`src/pkg/rsr_pkg.sv`:
```
// Package for the reset source recorder: offsets, field positions,
// reset values and the carrier structs shared by the core.
// Assumes a synchronous system clock domain and a byte-wide SFR port.
package rsr_pkg;

   // Register map
   localparam logic [19:0] CAUSE_ADDR = 20'hf_ffa8;

   // Cause register field positions
   localparam int unsigned BIT_OPCODE = 7;
   localparam int unsigned BIT_WDOG = 4;
   localparam int unsigned BIT_PARITY = 2;
   localparam int unsigned BIT_ACCESS = 1;
   localparam int unsigned BIT_LOWV = 0;

   // Detection-level register field positions
   localparam int unsigned BIT_LVL_MODE = 7;
   localparam int unsigned BIT_LVL_SEL = 0;

   // Illegal instruction byte
   localparam logic [7:0] OPCODE_ILLEGAL = 8'hff;

   // Reset values
   localparam logic [7:0] DET_CTRL_RST = 8'h00;
   localparam logic [7:0] DET_LVL_RST_10 = 8'h00;
   localparam logic [7:0] DET_LVL_RST_11 = 8'h81;
   localparam logic [7:0] DET_LVL_RST_01 = 8'h01;
   localparam logic [7:0] IRQ_FLAG_RST = 8'h00;
   localparam logic [7:0] IRQ_MASK_RST = 8'hff;
   localparam logic [7:0] IRQ_PRIO_RST = 8'hff;
   localparam logic [15:0] SER_MODE_RST = 16'h0020;
   localparam logic [15:0] SER_SET_RST = 16'h0087;
   localparam logic [15:0] SER_OUT_RST = 16'h0f0f;
   localparam logic [7:0] CMP_UPPER_RST = 8'hff;
   localparam logic [7:0] CMP_LOWER_RST = 8'h00;
   localparam logic [15:0] CONV_RESULT_RST = 16'h0000;
   localparam logic [7:0] CAUSE_RST = 8'h00;

   // Reset requests in
   typedef struct packed {
      logic pin;
      logic supply_fall;
      logic supply_rise;
      logic opcode;
      logic watchdog;
      logic parity;
      logic bad_access;
      logic low_voltage;
   } rsr_req_t;

   // Post-reset values driven to peripherals
   typedef struct packed {
      logic [7:0] irq_flags;
      logic [7:0] irq_mask;
      logic [7:0] irq_prio;
      logic [15:0] serial_channel_mode;
      logic [15:0] serial_channel_setting;
      logic [15:0] serial_output_levels;
      logic [7:0] compare_upper_limit;
      logic [7:0] compare_lower_limit;
      logic [15:0] conversion_result;
   } rsr_init_t;

   // State of the core apart from synchronisers and post-reset values
   typedef struct packed {
      logic [7:0] cause;
      logic [7:0] det_ctrl;
      logic [7:0] det_level;
      logic parity_reset_disable;
      logic power_ok;
      logic internal_reset;
      logic load_init;
      logic [7:0] rd_data;
      logic pc_undefined;
   } rsr_state_t;

endpackage : rsr_pkg

```
`src/core/rsr_core.sv`:
```
// Reset source recorder: merges seven reset requests into the internal
// reset, records the cause byte, keeps detector settings across
// detector resets and drives post-reset values to peripherals.
// Assumes all requests arrive synchronous to clock except the pin and
// supply detector levels, which are synchronised here.
//
// Overview of operation
// - Cause byte: 7 opcode, 4 watchdog, 2 parity, 1 access, 0 lowv.
// - Pin reset, power-on reset and a cause read clear all cause flags.
// - Illegal-opcode reset sets its flag only.
// - Executing instruction byte FFH raises illegal-opcode reset.
// - No illegal-opcode reset while under a debug emulator.
// - Watchdog overflow reset sets its flag only.
// - RAM parity error reset sets its flag only.
// - Illegal memory access reset sets its flag only.
// - Low-voltage detector reset sets its flag only.
// - Other resets clear detector control; a detector reset keeps it.
// - Non-detector resets load level 00H/81H/01H by option mode.
// - During reset only the program counter is undefined.
// - Reset at power-up and supply fall; released on supply rise.
// - Every reset clears the parity-reset-disable control.
// - Reset clears request flags, sets mask and priority flags to FFH.
// - Reset loads serial mode 0020H, setting 0087H, output 0F0FH.
// - Reset loads compare limits FFH/00H and clears conversion result.
// - Detector interrupt in interrupt-and-reset mode sets level bits.
`timescale 1ns/1ps
module rsr_core (
   // Clock and reset
   input wire logic clock,
   input wire logic reset,
   // Reset requests
   input wire rsr_pkg::rsr_req_t req,
   input wire logic [7:0] exec_opcode,
   input wire logic exec_valid,
   input wire logic debug_mode,
   // Option byte detector mode
   input wire logic detector_option_mode_hi,
   input wire logic detector_option_mode_lo,
   input wire logic voltage_drop_interrupt,
   // SFR port
   input wire logic [19:0] sfr_addr,
   input wire logic sfr_rd,
   input wire logic sfr_wr,
   input wire logic [7:0] sfr_wdata,
   input wire logic det_ctrl_wr,
   input wire logic det_level_wr,
   input wire logic parity_dis_wr,
   output logic [7:0] sfr_rdata,
   // Reset outputs and held settings
   output logic internal_reset,
   output logic pc_undefined,
   output logic [7:0] voltage_detect_control,
   output logic [7:0] detection_level_select,
   output logic parity_reset_disable,
   output logic [7:0] reset_cause_flags,
   output rsr_pkg::rsr_init_t init_values
);

   rsr_pkg::rsr_state_t st_r;
   rsr_pkg::rsr_state_t st_nxt;
   rsr_pkg::rsr_init_t init_r;
   rsr_pkg::rsr_init_t init_nxt;

   // Two-flop synchronisers for pin and supply detector levels
   logic [2:0] async_in;
   logic [2:0] sync_a_r;
   logic [2:0] sync_b_r;
   assign async_in = {req.pin, req.supply_fall, req.supply_rise};

   always_ff @(posedge clock) begin
      if (reset) begin
         sync_a_r <= 3'h0;
         sync_b_r <= 3'h0;
      end else begin
         sync_a_r <= async_in;
         sync_b_r <= sync_a_r;
      end
   end

   logic pin_s;
   logic fall_s;
   logic rise_s;
   assign pin_s = sync_b_r[2];
   assign fall_s = sync_b_r[1];
   assign rise_s = sync_b_r[0];

   logic opcode_req;
   logic por_req;
   logic clear_src;
   logic any_rst;
   logic lvd_only;
   logic cause_rd;
   logic [7:0] lvl_default;

   always_comb begin
      st_nxt = st_r;
      init_nxt = init_r;
      // Illegal instruction, suppressed under debug
      opcode_req = req.opcode
         | (exec_valid && exec_opcode == rsr_pkg::OPCODE_ILLEGAL
            && !debug_mode);
      if (debug_mode) begin
         opcode_req = 1'b0;
      end
      // Supply monitor: fall asserts, rise releases
      if (fall_s) begin
         st_nxt.power_ok = 1'b0;
      end else if (rise_s) begin
         st_nxt.power_ok = 1'b1;
      end
      por_req = !st_r.power_ok || fall_s;
      clear_src = pin_s || por_req;
      any_rst = clear_src || opcode_req || req.watchdog || req.parity
         || req.bad_access || req.low_voltage;
      lvd_only = req.low_voltage && !clear_src && !opcode_req
         && !req.watchdog && !req.parity && !req.bad_access;
      cause_rd = sfr_rd && sfr_addr == rsr_pkg::CAUSE_ADDR;
      case ({detector_option_mode_hi, detector_option_mode_lo})
         2'b11: lvl_default = rsr_pkg::DET_LVL_RST_11;
         2'b01: lvl_default = rsr_pkg::DET_LVL_RST_01;
         default: lvl_default = rsr_pkg::DET_LVL_RST_10;
      endcase

      // Read data: cause byte with reserved bits zero
      st_nxt.rd_data = 8'h00;
      if (cause_rd) begin
         st_nxt.rd_data = st_r.cause;
      end

      // Cause flags: pin/power-on clear wins over sets; sets win over a read clear
      if (clear_src || cause_rd) begin
         st_nxt.cause = rsr_pkg::CAUSE_RST;
      end
      if (!clear_src) begin
         if (opcode_req) begin
            st_nxt.cause[rsr_pkg::BIT_OPCODE] = 1'b1;
         end
         if (req.watchdog) begin
            st_nxt.cause[rsr_pkg::BIT_WDOG] = 1'b1;
         end
         if (req.parity) begin
            st_nxt.cause[rsr_pkg::BIT_PARITY] = 1'b1;
         end
         if (req.bad_access) begin
            st_nxt.cause[rsr_pkg::BIT_ACCESS] = 1'b1;
         end
         if (req.low_voltage) begin
            st_nxt.cause[rsr_pkg::BIT_LOWV] = 1'b1;
         end
      end

      // Software writes to detector and parity controls
      if (!any_rst) begin
         if (det_ctrl_wr) begin
            st_nxt.det_ctrl = sfr_wdata;
         end
         if (det_level_wr) begin
            st_nxt.det_level = sfr_wdata;
         end
         if (parity_dis_wr) begin
            st_nxt.parity_reset_disable = sfr_wdata[0];
         end
         if (voltage_drop_interrupt && detector_option_mode_hi
             && !detector_option_mode_lo) begin
            st_nxt.det_level[rsr_pkg::BIT_LVL_MODE] = 1'b1;
            st_nxt.det_level[rsr_pkg::BIT_LVL_SEL] = 1'b1;
         end
      end

      // Reset effects on held settings and peripherals
      st_nxt.internal_reset = any_rst;
      st_nxt.pc_undefined = any_rst;
      st_nxt.load_init = any_rst;
      if (any_rst) begin
         st_nxt.parity_reset_disable = 1'b0;
         if (!lvd_only) begin
            st_nxt.det_ctrl = rsr_pkg::DET_CTRL_RST;
            st_nxt.det_level = lvl_default;
         end
         init_nxt.irq_flags = rsr_pkg::IRQ_FLAG_RST;
         init_nxt.irq_mask = rsr_pkg::IRQ_MASK_RST;
         init_nxt.irq_prio = rsr_pkg::IRQ_PRIO_RST;
         init_nxt.serial_channel_mode = rsr_pkg::SER_MODE_RST;
         init_nxt.serial_channel_setting =
            rsr_pkg::SER_SET_RST;
         init_nxt.serial_output_levels = rsr_pkg::SER_OUT_RST;
         init_nxt.compare_upper_limit =
            rsr_pkg::CMP_UPPER_RST;
         init_nxt.compare_lower_limit =
            rsr_pkg::CMP_LOWER_RST;
         init_nxt.conversion_result =
            rsr_pkg::CONV_RESULT_RST;
      end
   end

   always_ff @(posedge clock) begin
      if (reset) begin
         st_r <= '0;
         st_r.det_level <= rsr_pkg::DET_LVL_RST_10;
         st_r.internal_reset <= 1'b1;
         st_r.pc_undefined <= 1'b1;
         init_r.irq_flags <= rsr_pkg::IRQ_FLAG_RST;
         init_r.irq_mask <= rsr_pkg::IRQ_MASK_RST;
         init_r.irq_prio <= rsr_pkg::IRQ_PRIO_RST;
         init_r.serial_channel_mode <= rsr_pkg::SER_MODE_RST;
         init_r.serial_channel_setting <= rsr_pkg::SER_SET_RST;
         init_r.serial_output_levels <= rsr_pkg::SER_OUT_RST;
         init_r.compare_upper_limit <= rsr_pkg::CMP_UPPER_RST;
         init_r.compare_lower_limit <= rsr_pkg::CMP_LOWER_RST;
         init_r.conversion_result <= rsr_pkg::CONV_RESULT_RST;
      end else begin
         st_r <= st_nxt;
         init_r <= init_nxt;
      end
   end

   assign sfr_rdata = st_r.rd_data;
   assign internal_reset = st_r.internal_reset;
   assign pc_undefined = st_r.pc_undefined;
   assign voltage_detect_control = st_r.det_ctrl;
   assign detection_level_select = st_r.det_level;
   assign parity_reset_disable = st_r.parity_reset_disable;
   assign reset_cause_flags = st_r.cause;
   assign init_values = init_r;

endmodule : rsr_core

```
`config.mk`:
```
export PLATFORM = sky130hd
export DESIGN_NAME = rsr_core
export DESIGN_NICKNAME = d
export VERILOG_FILES = /design/src/pkg/rsr_pkg.sv /design/src/core/rsr_core.sv
export SDC_FILE = /design/constraint.sdc
export NUM_CORES = 1
export LEC_CHECK = 0
export ABC_CLOCK_PERIOD_IN_PS = 4050
export BUFFER_PORTS_ARGS = -buffer_cell sky130_fd_sc_hd__buf_2
export CAP_MARGIN = 20
export CORE_ASPECT_RATIO = 1.2
export CORE_MARGIN = 5
export CORE_UTILIZATION = 43
export DETAILED_ROUTE_END_ITERATION = 8
export PLACE_DENSITY = 0.86
export SLEW_MARGIN = 20
export SYNTH_ARGS = -nofsm -noshare
export SYNTH_HDL_FRONTEND = slang
export SYNTH_SLANG_ARGS = --single-unit
```
`constraint.sdc`:
```
create_clock -name clock -period 4.05 [get_ports clock]
set_input_delay 0.405 -clock clock [delete_from_list [all_inputs] [get_ports clock]]
set_output_delay 0.405 -clock clock [all_outputs]
set_load 0.02 [all_outputs]
```
Word level (Yosys, flattened, before mapping)
Cells that the tools add are included.
{ "word_totals": {"ff_bits": 35, "inputBits": 56, "out_inout_bits": 139, "wordCells": 65} }
{ "classes": {"eq_ne": 4, "muxes": 19, "n_bitwise": 3, "reduce_logical": 30} }
{ "ops": {"columns": ["cell", "n"], "rows": [
  ["2-to-1 mux 17 bit", 2],
  ["2-to-1 mux 8 bit", 3],
  ["== test 20 bit (second input constant)", 1],
  ["2-to-1 mux 16 bit", 1],
  ["one-hot mux 8 bit (2 select lines)", 1],
  ["2-to-1 mux 1 bit", 11],
  ["logical AND 1 bit", 10],
  ["== test 8 bit (second input constant)", 1],
  ["zero test 1 bit", 8],
  ["logical OR 1 bit", 8],
  ["OR reduction 2 bit", 3],
  ["2-to-1 mux 3 bit", 1],
  ["== test 2 x 1 -> 1 bit (second input constant)", 1],
  ["== test 2 bit (second input constant)", 1],
  ["inverter 1 bit", 2],
  ["AND reduction 2 bit", 1],
  ["OR 1 bit", 1]
]} }

Logic depth before layout (Yosys ltp)
Gate-level depths: netlist of run 1.
{ "depth": {"word_depth": 13, "mapped_depth": 6, "mapped_depth_nobuf": 4} }

Least setup slack after synthesis of run 1
No wires, ideal clock.
{ "synth_path": {"path_type": "input to register", "start": "in debug_mode", "end": "reg st_r (netlist bit detection_level_select[7])", "setup_time_ns": 0.121, "arrival_ns": 1.433, "required_time_ns": 3.929, "path_slack_ns": 2.496, "cell_stages": 5, "path_buffers": 1, "cell_sequence": "nand4b_1 > or3_1 > buf_6 > and2_4 > mux2_4"} }
{ "synth_between": {"elab_chain_cells": 12, "elab_cells_between_ends": 17, "classes_between": "mux (4); bitwise (1); reduce/logical (12)"} }
{ "synth_rtl": {"columns": ["element", "line_no", "source"], "rows": [
  ["start, declared", "rsr_core.sv:35", "input wire logic debug_mode,"],
  ["zero test 1 bit", "rsr_core.sv:101", "&& !debug_mode);"],
  ["logical AND 1 bit", "rsr_core.sv:101", null],
  ["OR 1 bit", "rsr_core.sv:100", "| (exec_valid && exec_opcode == rsr_pkg::OPCODE_ILLEGAL"],
  ["2-to-1 mux 1 bit *", "rsr_core.sv:102", "if (debug_mode) begin"],
  ["logical OR 1 bit (3 in a row)", "rsr_core.sv:113", "any_rst = clear_src || opcode_req || req.watchdog || req.parity"],
  ["logical OR 1 bit (2 in a row)", "rsr_core.sv:114", "|| req.bad_access || req.low_voltage;"],
  ["2-to-1 mux 17 bit", "rsr_core.sv:153", "if (!any_rst) begin"],
  ["2-to-1 mux 16 bit", "rsr_core.sv:176", "if (!lvd_only) begin"],
  ["2-to-1 mux 17 bit *", "rsr_core.sv:174", "if (any_rst) begin"],
  ["end signal, assigned", "rsr_core.sv:212", "st_r <= st_nxt;"],
  ["end, declared", "rsr_core.sv:59", "rsr_pkg::rsr_state_t st_r;"]
]} }
Every way passes the cells marked *; elsewhere a longest branch is shown, timed or not.
A chain may end at the register's enable or synchronous reset.

Worst setup path in the final report of run 1
{ "layout_path": {"start": "in exec_opcode[5]", "end": "reg, netlist name pc_undefined"} }
{ "layout_between": {"elab_chain_cells": 10} }
{ "layout_rtl": {"columns": ["element", "line_no", "source"], "rows": [
  ["start, declared", "rsr_core.sv:33", "input wire logic [7:0] exec_opcode,"],
  ["== test 8 bit", "rsr_core.sv:100", null],
  ["logical AND 1 bit", "rsr_core.sv:100", null],
  ["logical AND 1 bit", "rsr_core.sv:101", null],
  ["OR 1 bit", "rsr_core.sv:100", null],
  ["2-to-1 mux 1 bit", "rsr_core.sv:102", null],
  ["logical OR 1 bit (3 in a row)", "rsr_core.sv:113", null],
  ["logical OR 1 bit (2 in a row)", "rsr_core.sv:114", null]
]} }
No other way between the ends.

==> metrics, run 1 <==
Tightest Pin Transition 0.6583 ns; dpl cells 397; clock slew at reported path FFs 0.07 ns; GRT Util Overall 12.97%; Ys Warns 0; layout cell share with drive strength beyond 1 29.03%; initial antenna violation count 0; final setup skew 0.01395 ns; Logic pwr share 18.3%; die height 93.25 um; CTS buffer count 5; CP max-delay cell or3_1; Hold Crit Depth 2; Yosys reg bits 35; critical path fanouts, max 17; first-pass GRT wire length 7.438 mm; initial core utilization 44.11%; CTS tree built; n_diodes 0; unrepaired setup endpoints after global routing no; slowest cell delay on critical path 0.53 ns; Root Buffer clkbuf_8; post-cts resize count 0; Sinks on Clock Net 35; Layout Cells excl Fill 405; crit path launch exec_opcode[5]; core region area 5630 um^2; Worst VDD drop 0.0001349 V; via count 1,769; Flop pwr share 43.1%; first-pass iteration count of the detailed router 4; Max Slew Vio Count 0; worst reg-to-reg path cell count 3; routability cong. 0.7045; r2r endpoint pc_undefined$_SDFF_PP1_; Overflow after GRT 0; Avg Inst Size Synth 8.654 um^2; worst hold-check path type in2reg; Die X 79.38 um; final hold viol count 0; CP Data Required Time 4.22 ns; total negative setup slack 0 ns; period utilization 47.88%; Mapped Area 2484 um^2; CP Buf/Inv Count 1; hold slack 0.3255 ns; DIE AREA 7402 um^2; Total Power 0.0008163 W; DRC 0; Hold Buf Count CTS 0; CP delay by family, top simple AND/OR/NAND/NOR gates; Critical Path AT 2.10 ns; Async SR Flop Fraction 0%; final setup fails 0; worst setup path end pc_undefined$_SDFF_PP1_; critical path depth 5; EDFF count, synth 0; drt initial violations 49; Cell Chain, Critical Path buf_2 -> nand4_1 -> or3_1 -> nand4_2 -> or2_2; Ports 195; P_sw 0.0002539 W; multi-input logic area 1109 um^2; antenna-violating nets left 0; sw frac 31.10%; Post-CTS Setup Bufs 0; Critical R2R Launch sync_b_r[2]$_SDFF_PP0_; relative slew slack 56.02%; Mapped Cells 287; port bufs 83; Pwr Density 336.1 nW/um^2; Most used DFF post-synth dfxtp_1; Netlist cell types 34; post-DP HPWL 4.331 mm; Worst Path Class, Setup in2reg; vias in the first global route 1,605; Clock Path Buffers 2; Pint 0.0005624 W; sequential standard cell area 700.7 um^2; largest net degree at the start of global routing 18; Clk network pwr share 38.6%; Vias/cell 4.368; row count 30; FMAX 0.5157 GHz; type of origin of the critical path primary input; wirelength, routed 5.254 mm; Final min period 1.939 ns; crit end category flop; status finished clean; WL per Instance 12.97 um; max_cap viols 0; Pleak 1.199 nW; Clk Latency, worst-skew pair 0.30 ns; register area share after synthesis 28.21%; Post-layout nets 396; reg2reg setup slack 2.14 ns; H-tree Lvls 2; Area Overhead vs Synth -2.217%; Filler cells 576
==> Yosys cell counts, types with 3 or more instances <==
cell type  number  area [um^2]
a21oi_1        16        80.08
nor2b_1         9        56.30
mux2i_1         3        30.03
nand4_1        18        112.6
clkbuf_1        3        11.26
nand4b_1        4        35.03
nor3_1          4        20.02
nand2_1         3        11.26
a22o_1          4        35.03
nor4bb_1        3        30.03
nor3b_1         6        45.04
dfxtp_1        35        700.7
nor2_1          4        15.01
o21ai_0        14        70.07
buf_4         138         1036
==> flip-flops by register name, indices dropped and copies added, names as in the netlist <==
register and count:
detection_level_select 8, voltage_detect_control 8, reset_cause_flags 5, sfr_rdata 5, sync_a_r 3, sync_b_r 3, parity_reset_disable 1, pc_undefined 1
st_r 1
==> metrics by stage <==
stage | cell area [um^2] | worst slack, ns | utilization [%]
finish | 2429 | 2.111 | 43.13
global route | 2429 | 1.948 | 43.13
CTS | 2429 | 2.081 | 43.13
detailed placement | 2316 | 1.799 | 41.13
global placement | 2316 | 1.864 | 41.13
floorplan | 2889 | 2.496 | -
==> worst min-delay path by stage <==
stage	start	end	slack, ns
global placement	sync_a_r[2]$_SDFF_PP0_	sync_b_r[2]$_SDFF_PP0_	0.42
global route	req[6]	sync_a_r[1]$_SDFF_PP0_	0.33
finish	req[6]	sync_a_r[1]$_SDFF_PP0_	0.33
floorplan	sync_a_r[0]$_SDFF_PP0_	sync_b_r[0]$_SDFF_PP0_	0.41
CTS	req[6]	sync_a_r[1]$_SDFF_PP0_	0.32
detailed placement	sync_a_r[2]$_SDFF_PP0_	sync_b_r[2]$_SDFF_PP0_	0.43
==> power groups by stage <==
stage               clock network, W  registers (W)  logic (W)
finish                      0.000315       0.000352   0.000149
global route                0.000344       0.000353   0.000160
CTS                         0.000325       0.000352   0.000146
detailed placement                 0       0.000360   0.000146
global placement                   0       0.000360   0.000144
floorplan                          0       0.000359   0.000194
==> routing by layer <==
metal | GRT usage, % | wire length [um]
met5 | 0 | 0
met4 | 5.014 | 69
met3 | 4.432 | 695
met2 | 23.24 | 2653
met1 | 13.84 | 1836
==> cells by family (layout without fill, tap and decap cells) <==
group | count (synthesis) | count (layout) | synth area share, %
other | 2 | 110 | 0.3024
flip-flops | 35 | 35 | 28.21
multiplexers | 4 | 4 | 1.813
AO/OA/AOI/OAI | 38 | 38 | 9.169
AND/OR/NAND/NOR | 61 | 61 | 17.03
buffers and inverters | 147 | 93 | 43.48
==> placed cells by master, fill, tap and decap left out, types with 2 or more instances in the layout <==
master	n
nand2b_1	2
nand2_1	3
nor2_1	4
mux2i_1	3
o21ai_0	14
buf_2	83
nand4_1	18
a21oi_1	16
nor4bb_1	3
nand4b_1	4
a22o_1	4
dfxtp_1	35
nor3_1	4
nor3b_1	6
conb_1	110
nor2b_1	9
clkbuf_8	5
==> layout make-up <==
type                    count  area share (%)
clock buffers               5           2.834
clock inverters             3           1.803
inverters                   1          0.1546
multi-input cells         213           45.65
flip-flops and latches     35           28.85
well taps                  64           3.297
repair buffers             84           17.41
Note: power is estimated with default switching activity, not from simulation.
==> run 2, diff against run 1 <==
Settings changed: ABC_AREA from default to 1, ABC_CLOCK_PERIOD_IN_PS 4050 to 2000, CORE_UTILIZATION 43 to 40, PLACE_DENSITY 0.86 to 0.81.
Clock period 4.05 ns to 2 ns, I/O delays scaled along.
==> run 2 against run 1 <==
Compared with the run above:
- final cell count is 20% higher
- power increased by 100%
- count of clock-buffer cells in the layout unchanged
- non-clock buffer count down 1
- final area is 3.0% higher
- combinational power up 99%
- clock power increased by 99%
==> metrics, run 2 <==
status finished clean; post-synth top area share 40.71%; synth top area cells buf_4 (41%), dfxtp_1 (28%), inv_1 (8.0%); CP delay by family, top simple AND/OR/NAND/NOR gates; CP max-delay cell dfxtp_1; Hold Crit Depth 3; worst hold-check path type in2reg; vias in the first global route 1,600; WL per Instance 10.01 um; cell area after layout 2502 um^2; final hold viol count 0; Pleak 1.432 nW; antenna-violating nets left 0; row count 31; Ys Warns 0; r2r endpoint parity_reset_disable$_SDFFE_PP0P_; Post-layout nets 460; first-pass GRT wire length 6.893 mm; slowest cell delay on critical path 0.33 ns; Pwr Density 653.1 nW/um^2; post-DP HPWL 4.195 mm; most instantiated cells after synthesis buf_4 (137), inv_1 (54), dfxtp_1 (35); Die X 82.55 um; Clock Path Buffers 2; layout cell share with drive strength beyond 1 24.20%; max_cap viols 0; DRC 0; critical path fanouts, max 15; FMAX 0.7014 GHz; Yosys reg bits 35; Netlist cell types 22; Async SR Flop Fraction 0%; drt initial violations 24; Worst VDD drop 0.0002632 V; Cell Chain, Critical Path inv_1 -> nor2_1 -> nand2_1 -> nor2_4 -> nand2_4 -> nor2_4 -> nand2_1 -> a21oi_1 -> nand2_1 -> inv_1; Max Slew Vio Count 0; count leader, synth buf_4; crit-path most repeated cell nand2_1; wirelength, routed 4.876 mm; period utilization 71.28%; Root Buffer clkbuf_8; Ports 195; n_diodes 0; post-cts resize count 0; total negative setup slack 0 ns; die height 97.06 um; final setup fails 0; Clk Latency, worst-skew pair 0.29 ns; P_sw 0.0005039 W; sw frac 30.83%; Pint 0.001131 W; hold path start req[7]; Logic pwr share 18.1%; Flop pwr share 43.5%; Mapped Area 2526 um^2; final setup skew 0.007553 ns; port bufs 83; Yosys top cell by area buf_4; Area Overhead vs Synth -0.9411%; via count 1,773; Mapped Cells 347; core region area 6090 um^2; CTS buffer count 5; routability cong. 0.7280; unrepaired setup endpoints after global routing no; CP Data Required Time 2.24 ns; Sinks on Clock Net 35; worst reg-to-reg path cell count 10; initial antenna violation count 0; Worst Path Class, Setup reg2reg; Critical R2R Launch st_r[11]$_SDFFE_PP0P_; initial core utilization 41.48%; Overflow after GRT 0; Hold Path Sink sync_a_r[2]$_SDFF_PP0_; Clk network pwr share 38.4%; Critical Path AT 1.66 ns; CP Buf/Inv Count 2; Most used DFF post-synth dfxtp_1; Vias/cell 3.641; highest-count cells in the layout ignoring fill and taps conb_1 (110), buf_2 (83), inv_1 (54); clock slew at reported path FFs 0.07 ns; Hold Buf Count CTS 0; reg2reg setup slack 0.57 ns; Total Power 0.001634 W; register area share after synthesis 27.74%; type of origin of the critical path flop; final core occ 41.09%; first-pass iteration count of the detailed router 4; Avg Inst Size Synth 7.280 um^2; GRT Util Overall 11.06%; DIE AREA 8011 um^2; crit end category flop; Final min period 1.426 ns; CTS tree built; commonest non-fill, non-tap cell in the layout conb_1; Post-CTS Setup Bufs 0; Area after DPL 2390 um^2; H-tree Lvls 2; EDFF count, synth 0; largest net degree at the start of global routing 17
==> run 2: cell count changes after synthesis, moves of 6 or more <==
cell,before,now
nor2b_1,9,0
o21ai_0,14,2
inv_1,1,54
a21oi_1,16,8
nand3_1,0,10
o21ai_1,0,14
nor2_1,4,34
nand4_1,18,6
nor3b_1,6,0
nand2_1,3,29
==> run 2: kinds of logic after synthesis <==
group	synth area share (%)
AO/OA/AOI/OAI	5.052
buffers and inverters	49.97
multiplexers	0.4457
flip-flops	27.74
other	0.2973
AND/OR/NAND/NOR	16.49
==> run 2: per-stage QoR <==
| stage | setup slack [ns] | hold WS [ns] | instances |
|---|---|---|---|
| floorplan | 0.6905 | 0.3070 | 455 |
| global placement | 0.5444 | 0.3906 | 479 |
| detailed placement | 0.5309 | 0.3981 | 479 |
| CTS | 0.5505 | 0.1032 | 487 |
| global route | 0.4038 | 0.1082 | 487 |
| finish | 0.5744 | 0.1131 | 487 |
==> run 2: power by group through the flow <==
stage	Clock [W]	Sequential, W	Combinational (W)
2_1_floorplan	0	0.000726	0.000388
3_3_place_gp	0	0.000727	0.000286
3_5_place_dp	0	0.000727	0.000288
4_1_cts	0.000648	0.000711	0.000288
5_1_grt	0.000673	0.000712	0.000319
6_report	0.000627	0.000711	0.000296
==> run 2: how the worst max path moves through the flow <==
stage | start | end | slack (ns) | depth (start not counted)
6_report | st_r[11]$_SDFFE_PP0P_ | parity_reset_disable$_SDFFE_PP0P_ | 0.57 | 10
2_1_floorplan | st_r[11]$_SDFFE_PP0P_ | voltage_detect_control[0]$_SDFF_PP0_ | 0.69 | 10
3_3_place_gp | exec_opcode[6] | parity_reset_disable$_SDFFE_PP0P_ | 0.54 | 12
3_5_place_dp | exec_opcode[2] | voltage_detect_control[2]$_SDFF_PP0_ | 0.53 | 11
5_1_grt | st_r[11]$_SDFFE_PP0P_ | parity_reset_disable$_SDFFE_PP0P_ | 0.40 | 10
4_1_cts | st_r[11]$_SDFFE_PP0P_ | voltage_detect_control[2]$_SDFF_PP0_ | 0.55 | 9
==> run 2: routing by layer <==
layer | vias to the layer above | GRT usage, % | share of wire (%)
met4 | 0 | 3.522 | 1.3
met5 | - | 0 | 0
met3 | 7 | 4.731 | 15
li1 | 906 | - | -
met1 | 745 | 10.83 | 34
met2 | 115 | 20.19 | 50
==> run 2: final cells by class <==
class                   count  area (um^2)
fillers                   646         3587
well taps                  82        102.6
multi-input cells         225        968.4
repair buffers             83        415.4
inverters                  54        202.7
clock buffers               5        68.82
flip-flops and latches     35        700.7
clock inverters             3        43.79
==> run 2: worst register-to-register path, cell delays in order (launching register included) <==
cell and delay [ns]:
dfxtp_1 0.33, inv_1 0.04, nor2_1 0.07, nand2_1 0.10
nor2_4 0.14, nand2_4 0.10, nor2_4 0.26, nand2_1 0.10
a21oi_1 0.12, nand2_1 0.06, inv_1 0.05
